**config.mk**
```make
export PLATFORM = sky130hd
export DESIGN_NAME = ipua_alu
export DESIGN_NICKNAME = d
export VERILOG_FILES = /design/src/common/ipua_pkg.sv /design/src/verilog/ipua_regbank.sv /design/src/verilog/ipua_alu.sv
export SDC_FILE = /design/constraint.sdc
export NUM_CORES = 2
export LEC_CHECK = 0
export ABC_AREA = 0
export BUFFER_PORTS_ARGS = -buffer_cell sky130_fd_sc_hd__buf_2
export CORE_ASPECT_RATIO = 1.5
export CORE_UTILIZATION = 65
export DETAILED_ROUTE_END_ITERATION = 6
export GPL_ROUTABILITY_DRIVEN = 1
export HOLD_SLACK_MARGIN = 0.1
export PLACE_DENSITY = 0.83
export SYNTH_ARGS = -nofsm -noshare
export SYNTH_HDL_FRONTEND = slang
export SYNTH_HIERARCHICAL = 1
export SYNTH_SLANG_ARGS = --single-unit
```
**constraint.sdc**
```tcl
create_clock -name clock -period 8.51 [get_ports clock]
set_input_delay 2.1275 -clock clock [delete_from_list [all_inputs] [get_ports clock]]
set_output_delay 2.1275 -clock clock [all_outputs]
set_load 0.01 [all_outputs]
```
**src/common/ipua_pkg.sv**
```systemverilog
// Purpose: Constants for the integer pack, unpack and sum datapath slice
// Assumes: Octal opcodes, 60-bit words, bit 59 is the sign
// Notes:   Shared by the datapath module and the bench; the register-bank module does not use it
package ipua_pkg;
  // ----------------------------------------------------------------
  // Widths
  // ----------------------------------------------------------------
  localparam int unsigned WORD_W   = 60;
  localparam int unsigned ADDR_W   = 18;
  localparam int unsigned DSG_W    = 3;
  localparam int unsigned OPC_W    = 6;
  localparam int unsigned OPC9_W   = 9;
  localparam int unsigned SHMSK_W  = 6;
  localparam int unsigned IMM_W    = 18;
  localparam int unsigned PARCEL_W = 15;
  localparam int unsigned LONG_W   = 30;
  localparam int unsigned COEF_W   = 48;
  localparam int unsigned EXP_W    = 11;
  // ----------------------------------------------------------------
  // Field positions in a 30-bit instruction word, sign and exponent in a 60-bit word
  // ----------------------------------------------------------------
  localparam int unsigned OPC_LSB  = 24;
  localparam int unsigned I_LSB    = 21;
  localparam int unsigned J_LSB    = 18;
  localparam int unsigned K_LSB    = 15;
  localparam int unsigned SIGN_BIT = 59;
  localparam int unsigned EXP_LSB  = 48;
  // ----------------------------------------------------------------
  // Opcodes
  // ----------------------------------------------------------------
  localparam logic [5:0] OPC_UNPACK  = 6'h16;   // Octal 26
  localparam logic [5:0] OPC_PACK    = 6'h17;   // Octal 27
  localparam logic [5:0] OPC_IADD    = 6'h1e;   // Octal 36
  localparam logic [5:0] OPC_ISUB    = 6'h1f;   // Octal 37
  localparam logic [5:0] OPC_EXCH    = 6'h01;   // Leading 6 bits of octal 013
  localparam logic [2:0] OPC_EXCH_LO = 3'h3;    // Third octal digit of 013
  // Exponent bias, octal 2000
  localparam logic [10:0] EXP_BIAS   = 11'h400;
  // Reset values
  localparam logic [59:0] X_RESET    = 60'h0;
  localparam logic [17:0] AB_RESET   = 18'h0;
endpackage

```
**src/verilog/ipua_regbank.sv**
```systemverilog
// Purpose: Bank of eight registers, two read ports, one write port
// Assumes: One clock, asynchronous active-low reset
// Notes:   ZERO0 ties entry zero to zero (index registers)
`timescale 1ns/1ns
module ipua_regbank #(
  parameter int unsigned W     = 60,
  parameter bit          ZERO0 = 1'b0
) (
  input  wire logic         clock,
  input  wire logic         reset_n,
  input  wire logic         wr_en,
  input  wire logic [2:0]   wr_sel,
  input  wire logic [W-1:0] wr_data,
  input  wire logic [2:0]   rd_a_sel,
  output logic      [W-1:0] rd_a,
  input  wire logic [2:0]   rd_b_sel,
  output logic      [W-1:0] rd_b
);
  logic [W-1:0] mem [8];

  always_ff @(posedge clock or negedge reset_n) begin
    if (!reset_n) begin
      for (int n = 0; n < 8; n++) begin
        mem[n] <= '0;
      end
    end else if (wr_en && !(ZERO0 && wr_sel == 3'h0)) begin
      mem[wr_sel] <= wr_data;
    end
  end

  assign rd_a = (ZERO0 && rd_a_sel == 3'h0) ? '0 : mem[rd_a_sel];
  assign rd_b = (ZERO0 && rd_b_sel == 3'h0) ? '0 : mem[rd_b_sel];
endmodule // ipua_regbank

```
**src/verilog/ipua_alu.sv**
```systemverilog
// Purpose: Integer pack, unpack, sum and difference datapath slice
// Assumes: Issue logic presents one right-justified instruction per valid cycle
// Notes:   Results are written on the edge that takes the instruction
//
// Behaviour
// RULE1 - Opcode is six or nine leading bits
// RULE2 - Three-bit designators pick one of eight
// RULE3 - Combined j and k give shift count
// RULE4 - Long form carries 18-bit immediate
// RULE5 - Long form: opcode, i, j, then immediate
// RULE6 - Eight index registers, entry zero reads zero
// RULE7 - Eight 18-bit address registers
// RULE8 - Eight 60-bit operand registers take results
// RULE9 - Supervisor flag toggled only by exchange jumps
// RULE10 - Opcode 27 packs coefficient and exponent
// RULE11 - Pack keeps low 48 bits and sign
// RULE12 - Pack exponent from low 11 index bits
// RULE13 - Bias octal 2000, complement when negative
// RULE14 - Opcode 26 unpacks to operand and index
// RULE15 - Unpacked coefficient: upper 12 bits copy sign
// RULE16 - Unpacked exponent unbiased, sign-extended to 18
// RULE17 - Opcode 36 adds, no overflow
// RULE18 - Opcode 37 subtracts, no overflow
`timescale 1ns/1ns
module ipua_alu (
  input  wire logic        clock,
  input  wire logic        reset_n,
  input  wire logic        instr_valid,
  input  wire logic [29:0] instr,
  input  wire logic        instr_long,
  input  wire logic        pp_exchange,
  input  wire logic        a_wr_en,
  input  wire logic [2:0]  a_wr_sel,
  input  wire logic [17:0] a_wr_data,
  input  wire logic [2:0]  a_rd_sel,
  output logic      [17:0] a_rd_data,
  input  wire logic [2:0]  x_rd_sel,
  output logic      [59:0] x_rd_data,
  input  wire logic [2:0]  b_rd_sel,
  output logic      [17:0] b_rd_data,
  output logic      [8:0]  opcode9,
  output logic      [5:0]  shift_mask_count,
  output logic      [17:0] immediate,
  output logic             supervisor_flag,
  output logic             op_done
);
  // ----------------------------------------------------------------
  // Field decode
  // ----------------------------------------------------------------
  // Short forms sit in the low 15 bits, long forms use all 30
  wire [29:0] word_al = instr_long ? instr : {instr[14:0], 15'h0};
  wire [5:0]  opc6    = word_al[ipua_pkg::OPC_LSB +: ipua_pkg::OPC_W]; // RULE1
  wire [8:0]  opc9    = word_al[ipua_pkg::I_LSB +: ipua_pkg::OPC9_W];  // RULE1
  wire [2:0]  dsg_i   = word_al[ipua_pkg::I_LSB +: ipua_pkg::DSG_W];   // RULE2 RULE5
  wire [2:0]  dsg_j   = word_al[ipua_pkg::J_LSB +: ipua_pkg::DSG_W];   // RULE2 RULE5
  wire [2:0]  dsg_k   = word_al[ipua_pkg::K_LSB +: ipua_pkg::DSG_W];   // RULE2
  wire [5:0]  jk      = {dsg_j, dsg_k};                                 // RULE3
  wire [17:0] imm     = instr[ipua_pkg::IMM_W-1:0];                     // RULE4 RULE5


  // ----------------------------------------------------------------
  // Opcode match
  // ----------------------------------------------------------------
  // Result-writing opcodes are short-form only; a long word never writes X
  wire short_ok  = instr_valid && !instr_long;
  wire long_ok   = instr_valid && instr_long;

  wire opc_pack   = opc6 == ipua_pkg::OPC_PACK;                         // RULE10
  wire opc_unpack = opc6 == ipua_pkg::OPC_UNPACK;                       // RULE14
  wire opc_add    = opc6 == ipua_pkg::OPC_IADD;                         // RULE17
  wire opc_sub    = opc6 == ipua_pkg::OPC_ISUB;                         // RULE18
  wire opc_exch   = opc6 == ipua_pkg::OPC_EXCH;                         // RULE9
  wire exch_lo    = dsg_i == ipua_pkg::OPC_EXCH_LO;                     // RULE9

  wire is_pack   = short_ok && opc_pack;
  wire is_unpack = short_ok && opc_unpack;
  wire is_add    = short_ok && opc_add;
  wire is_sub    = short_ok && opc_sub;

  // Exchange is a full-word instruction, so it arrives in the long form
  wire is_exch   = long_ok && opc_exch && exch_lo;

  // One write strobe for the bank, the shadow copy and the done pulse
  wire x_write   = is_pack || is_unpack || is_add || is_sub;            // RULE8
  wire b_write   = is_unpack;                                           // RULE14

  // ----------------------------------------------------------------
  // Register banks
  // ----------------------------------------------------------------
  logic [59:0] xj;
  logic [59:0] xk;
  logic [17:0] bj;
  logic [17:0] b_unused;
  logic [17:0] a_unused;
  logic [59:0] x_result;
  logic [17:0] b_result;

  ipua_regbank #(.W(60), .ZERO0(1'b0)) u_xbank (                       // RULE8
    .clock    (clock),
    .reset_n  (reset_n),
    .wr_en    (x_write),
    .wr_sel   (dsg_i),
    .wr_data  (x_result),
    .rd_a_sel (dsg_j),
    .rd_a     (xj),
    .rd_b_sel (dsg_k),
    .rd_b     (xk)
  );
  ipua_regbank #(.W(18), .ZERO0(1'b1)) u_bbank (                       // RULE6
    .clock    (clock),
    .reset_n  (reset_n),
    .wr_en    (b_write),
    .wr_sel   (dsg_j),
    .wr_data  (b_result),
    .rd_a_sel (dsg_j),
    .rd_a     (bj),
    .rd_b_sel (b_rd_sel),
    .rd_b     (b_unused)
  );
  ipua_regbank #(.W(18), .ZERO0(1'b0)) u_abank (                       // RULE7
    .clock    (clock),
    .reset_n  (reset_n),
    .wr_en    (a_wr_en),
    .wr_sel   (a_wr_sel),
    .wr_data  (a_wr_data),
    .rd_a_sel (a_rd_sel),
    .rd_a     (a_unused),
    .rd_b_sel (3'h0),
    .rd_b     ()
  );
  // Observation port reads a second X copy by muxing, bank has two ports only
  logic [59:0] xview [8];
  assign a_rd_data = a_unused;
  assign b_rd_data = b_unused;

  // ----------------------------------------------------------------
  // Pack
  // ----------------------------------------------------------------
  wire        xk_sign  = xk[ipua_pkg::SIGN_BIT];
  // Biased exponent: add octal 2000; negative one's complement values land below it
  wire [10:0] exp_bias = bj[ipua_pkg::EXP_W-1:0] ^ ipua_pkg::EXP_BIAS;  // RULE12 RULE13
  wire [11:0] se_field = {1'b0, exp_bias} ^ {12{xk_sign}};               // RULE13
  // Top bit of the complemented field is the coefficient sign itself
  wire [47:0] pack_coef = xk[ipua_pkg::COEF_W-1:0];                     // RULE11
  wire [59:0] pack_res  = {se_field, pack_coef};                        // RULE10 RULE11

  // ----------------------------------------------------------------
  // Unpack
  // ----------------------------------------------------------------
  wire [10:0] raw_exp  = xk[ipua_pkg::EXP_LSB +: ipua_pkg::EXP_W] ^ {11{xk_sign}}; // RULE16
  wire [10:0] ub_exp   = raw_exp ^ ipua_pkg::EXP_BIAS;                            // RULE16
  assign b_result = {{7{ub_exp[10]}}, ub_exp};                                    // RULE16
  wire [59:0] unpk_res = {{12{xk_sign}}, xk[ipua_pkg::COEF_W-1:0]};    // RULE14 RULE15

  // ----------------------------------------------------------------
  // Result select
  // ----------------------------------------------------------------
  wire [59:0] sum_res  = xj + xk;                                       // RULE17
  wire [59:0] diff_res = xj - xk;                                       // RULE18
  assign x_result = is_pack   ? pack_res :
                    is_unpack ? unpk_res :
                    is_add    ? sum_res  : diff_res;

  // Shadow copy of X for the observation port; written alongside the bank
  always_ff @(posedge clock or negedge reset_n) begin
    if (!reset_n) begin
      for (int n = 0; n < 8; n++) begin
        xview[n] <= ipua_pkg::X_RESET;
      end
    end else if (x_write) begin
      xview[dsg_i] <= x_result;                                        // RULE8
    end
  end
  assign x_rd_data = xview[x_rd_sel];

  // ----------------------------------------------------------------
  // Mode flag and decoded field outputs
  // ----------------------------------------------------------------
  wire next_flag = (is_exch || pp_exchange) ? !supervisor_flag : supervisor_flag; // RULE9

  always_ff @(posedge clock or negedge reset_n) begin
    if (!reset_n) begin
      supervisor_flag  <= 1'b0;
      opcode9          <= 9'h0;
      shift_mask_count <= 6'h0;
      immediate        <= 18'h0;
      op_done          <= 1'b0;
    end else begin
      supervisor_flag  <= next_flag;                                   // RULE9
      op_done          <= x_write;                                     // RULE8
      if (instr_valid) begin
        opcode9          <= opc9;                                      // RULE1
        shift_mask_count <= jk;                                        // RULE3
        immediate        <= instr_long ? imm : 18'h0;                  // RULE4
      end
    end
  end
endmodule // ipua_alu

```
# Yosys cells after proc, flatten, opt, wreduce, memory -nomap -nowiden
# Cells that the tools add are included.
[word_totals]
inputBits = 66
register_bits = 1283
wordCells = 122
[op_classes]
n_reduce_logical = 21
bitwise = 11
magnitude_cmp = 10
addsub = 2
mux = 35
eq_ne = 6
[op_table]
columns = ["op", "count"]
rows = [
  ["$bwmux W480", 2],
  ["$mux W60", 10],
  ["$bmux W60 S3", 3],
  ["$bwmux W144", 2],
  ["$demux W60 S3", 1],
  ["$bmux W18 S3", 3],
  ["$mux W18", 8],
  ["$demux W18 S3", 2],
  ["$add A60 B60 Y60", 1],
  ["$sub A60 B60 Y60", 1],
  ["$mux W11", 3],
  ["$mux W30", 1],
  ["$ge A4 B4 Y1 const B", 7],
  ["$not A3 Y4", 7],
  ["$eq A6 B5 Y1 const B", 4],
  ["$logic_and A1 B1 Y1", 12],
  ["$lt A4 B1 Y1 const B", 3],
  ["$xor A11 B12 Y12", 1],
  ["$xor A11 B11 Y11", 1],
  ["$eq A6 B1 Y1 const B", 1],
  ["$logic_not A3 Y1", 2],
  ["$logic_or A1 B1 Y1", 4],
  ["$eq A3 B2 Y1 const B", 1],
  ["$logic_not A1 Y1", 3],
  ["$not A1 Y1", 2],
]

# Depth between registers and ports, before layout
[logic_depth]
ltp_word = 10
ltp_mapped = 31

# By module
# Netlist, hierarchy kept.
[by_module_without_submodules]
columns = ["mod", "cells_each", "n_inst", "area_each_um2", "seq_area_each_um2"]
rows = [
  ["ipua_alu", 2843, 1, 27868.0, 12887.4],
  ["ipua_regbank at u_xbank", 1449, 1, 24871.4, 12011.5],
  ["ipua_regbank at u_abank", 439, 1, 7657.3, 3603.5],
  ["ipua_regbank at u_bbank", 511, 1, 7049.3, 3153.0],
]

# Worst setup path before layout
# No wires, ideal clock.
[synth_timing]
path_kind = "input to register"
start = "input instr_long"
end = "register u_xbank/mem[238] in the netlist's numbering"
path_buffers = 5
path_slack_ps = -736
t_required_ps = 8439
stages = 29
setup_ps = 71
arrival_ps = 9175
cell_sequence = "clkbuf_1 > buf_1 > mux2_2 > buf_4 > buf_4 > mux4_2 > mux2_2 > inv_1 > ha_1 > nor3b_1 > nand3_1 > or2_0 > nor3_1 > nand2_1 > or3_1 > o21ai_0 > xnor2_1 > ha_1 > clkbuf_1 > nand2_1 > nor2_1 > nand2_1 > nor4_1 > nand2_1 > o211ai_1 > a31oi_1 > mux2i_1 > nor4_1 > mux2_2"
[synth_via]
elab_chain_len = 10
elab_cells_between_ends = 41
cone_classes = "add/sub: 2; order compare: 2; eq/ne: 4; mux: 17; bitwise: 5; reduce/logical: 11"
[synth_lines]
columns = ["element", "line", "rtl"]
rows = [
  ["from (decl)", "ipua_alu.sv:30", "input wire logic instr_long,"],
  ["$mux W30 *", "ipua_alu.sv:51", "wire [29:0] word_al = instr_long ? instr : {instr[14:0], 15'h0};"],
  ["via word_al[15]", "ipua_alu.sv:51", ""],
  ["$not A3 Y4 (not written as such) *", "ipua_regbank.sv:32", "assign rd_b = (ZERO0 && rd_b_sel == 3'h0) ? '0 : mem[rd_b_sel];"],
  ["$bmux W60 S3 *", "ipua_regbank.sv:32", ""],
  ["$mux W60 (not written as such) * (2 in series)", "ipua_regbank.sv:32", ""],
  ["via xk[0]", "ipua_alu.sv:91", "logic [59:0] xk;"],
  ["$sub A60 B60 Y60 / $add A60 B60 Y60 (equally long branches)", "ipua_alu.sv:159, ipua_alu.sv:158", ""],
  ["$mux W60 *", "ipua_alu.sv:162", "is_add ? sum_res : diff_res;"],
  ["$mux W60 *", "ipua_alu.sv:161", "is_unpack ? unpk_res :"],
  ["$mux W60 *", "ipua_alu.sv:160", "assign x_result = is_pack ? pack_res :"],
  ["via x_result[58]", "ipua_alu.sv:95", "logic [59:0] x_result;"],
  ["$bwmux W480 *", "ipua_regbank.sv:27", "mem[wr_sel] <= wr_data;"],
  ["to (signal, indexed assignment)", "ipua_regbank.sv:27", ""],
  ["to (decl)", "ipua_regbank.sv:19", "logic [W-1:0] mem [8];"],
]
# The timed path passes the listed nets; every way through them passes the cells marked *. The select of a mux whose other input is x is not followed.
# A chain may end at the register's enable or synchronous reset.

# Worst setup path after layout
[layout_timing]
start = "input instr_long"
end = "register u_xbank/mem[49] in the netlist's numbering"
# The elaborated chain is that of the path after synthesis.

==> results by group <==
Cells and area
  – Area delta synth->final: 11.6%
  – Share of layout cells above drive strength 1: 0.403
  – Finished Layout Cells: 6,790
  – Commonest non-fill, non-tap cell in the layout: dfrtp_1
  – Design Area, Final: 0.0737 mm2
  – Most frequent cells in the layout: dfrtp_1 (1,265), mux2_2 (1,015), nand2_1 (546)
  – Nets: 5,532
  – Filler Cells Inserted: 6,153

Drt
  – Antenna Nets Post-Route: 0
  – Max layer used: met4
  – Met3 wire length: 12.5 mm
  – DRC viols: 0
  – Drt wl/cell: 26.1 um
  – First-pass DRT Iterations: 6
  – Routed WL: 177 mm
  – WL met1: 65.8 mm
  – Initial DRC count: 4,262
  – DR vias/cell: between 6 and 7
  – Vias: between 40,000 and 50,000
  – Met2 WL post-DR: between 90 and 100 mm

Timing
  – Worst Max-Slew Pin Slew: about 1200 ps
  – Part of the cycle the worst path needs: 0.959
  – Fin. Hold Viols: 0
  – Final worst path period need: 8160 ps
  – Hold slack: 478 ps
  – Final Max Tran Viols: 0
  – Setup violators final: 0
  – Final setup margin: 348 ps
  – Achievable Freq: 0.123 GHz
  – Rel. slew slack: 0.171
  – RSZ-0062 raised after global routing: no
  – Setup Skew: 44.4 ps

Worst setup path
  – Worst R2R Start: u_xbank/mem[361]
  – Startpoint types: input pin
  – CP endpoint kind: flop
  – CP required: 9120 ps
  – Reg-to-Reg End: u_xbank/mem[49]
  – CP Max Fanout: 13
  – Reg2Reg Depth: 21
  – CP Class: input pin to flop
  – R2R Setup Slk: between 2000 and 2500 ps
  – Arrival time worst endpoint: 8780 ps

Die
  – Ports: approximately 200
  – Die Y: 392 um
  – Die X: 262 um
  – Initial Util: 0.659
  – Die area: 0.103 mm2
  – Row Count: 142
  – Core area: 0.100 mm2

Pwr
  – Clk network pwr share: 0.405
  – Sw Ratio: 0.257
  – Internal power: 9.97 mW
  – Power Density: 182 mW/mm2
  – Peak supply drop: roughly 170 uV
  – Pleak: 35.4 nW
  – Flop pwr share: 0.473
  – Share of power burned in combinational logic: 0.122
  – Sw power: 3.44 mW

Status
  – Status: finished, final reports clean

CTS
  – Root buffer cell: clkbuf_16
  – Sink Count: approximately 1,300
  – Register clock-pin slew on the reported worst setup and hold paths: 60 ps
  – Clk buf depth: 3
  – Num CTS Buffers: 114
  – CTS tree: built
  – H-tree Lvls: 3
  – Clock latency on the worst-skew pair: 750 ps

Global routing
  – First-pass GRT wire length: approximately 280 mm
  – Largest net degree at the start of global routing: 186
  – GRT overflow: 0
  – Vias in the first global route: 48,700
  – Initial antenna violation count: 5
  – All-layer global routing usage: 0.348

Place
  – Post-DP HPWL: 112 mm
  – Port-buffer cells: around 200
  – Pre-CTS setup slack: -409 ps
  – Placer congestion estimate: 0.981
  – Post-Place Cell Area: about 0.07 mm2
  – Cell count after placement: 6,573

Min path
  – Worst hold-check path type: flop to flop
  – Hold Path Origin: xview[388]
  – Hold endpoint: xview[388]
  – Hold Path Stages: 2

Logic synthesis
  – Cell area after synthesis: between 0.06 and 0.07 mm2
  – Yosys warnings: 6
  – Syn Inst Count: around 5,100
  – Syn Nets: 5,279
  – Syn avg cell area: 12.8 um2

Run
  – Max Cap Viol: 0
==> flip-flops by register name (all words and copies together) (netlist names) <==
| signal | count |
|---|---|
| xview | 480 |
| u_bbank/mem | 126 |
| opcode9 | 9 |
| shift_mask_count | 6 |
| supervisor_flag | 1 |
| op_done | 1 |
| immediate | 18 |
| u_abank/mem | 144 |
| u_xbank/mem | 480 |
==> routing by layer <==
metal	up-vias	GRT usage
met5	-	0
met4	0	0.183
met3	507	0.0499
met2	2052	0.599
met1	23700	0.431
li1	19400	-
==> critical path, stage by stage <==
cell and delay, ps:
buf_2 130, mux2_8 400, buf_4 290, mux4_2 520
mux2_2 300, or4_1 590, or3_1 460, nor3_2 190
nand2_1 190, nor3_1 380, a21oi_1 150, xor2_1 180
ha_1 320, nand2_1 80, buf_4 150, or4_1 510
o21ai_0 380, buf_4 220, a21oi_1 130, xnor2_1 190
o21ai_1 310, inv_1 210, mux2_2 310
==> cell type report <==
class | instances | area (um2) | share of cell area
flip-flops and latches | 1265 | 31700 | 0.430
diodes | 2 | 5.00 | 0.0000679
repair buffers | 508 | 3640 | 0.0495
multi-input cells | 3406 | 32400 | 0.440
clock inverters | 59 | 684 | 0.00929
clock buffers | 154 | 3280 | 0.0446
well taps | 1296 | 1620 | 0.0220
inverters | 100 | 375 | 0.00510
==> metrics by stage <==
stage	util	total power, mW	TNS, ps
after floorplan	-	7.37	0
after global placement	0.695	7.99	-12340
after detailed placement	0.695	8.05	-43780
after CTS	0.735	13.4	0
after global routing	0.735	13.8	0
final	0.735	13.4	0
==> worst max path at each step <==
stage | from | endpoint | slack (ps) | cells past startpoint
final | instr_long | u_xbank/mem[49] | 350 | 23
after global routing | instr_long | u_xbank/mem[410] | 70 | 28
after CTS | instr_long | xview[397] | 280 | 21
after detailed placement | instr_long | xview[97] | -410 | 21
after global placement | instr_long | xview[97] | -240 | 21
after floorplan | instr_long | u_xbank/mem[419] | 20 | 27
==> repair_timing <==
item                                    4_1_cts  5_1_grt
setup buffers                                 0        1
gates resized for setup                       0        1
endpoints found under the setup margin        0       32
hold buffers                                  0        0
hold endpoints to repair                      0        0
==> power groups by stage <==
| stage | logic (mW) | registers (mW) | clock network (mW) |
|---|---|---|---|
| after floorplan | 0.954 | 6.41 | 0 |
| after global placement | 1.57 | 6.42 | 0 |
| after detailed placement | 1.60 | 6.44 | 0 |
| after CTS | 1.63 | 6.34 | 5.47 |
| after global routing | 1.74 | 6.36 | 5.69 |
| final | 1.63 | 6.34 | 5.43 |
Note: power is estimated with default switching activity, not from simulation.
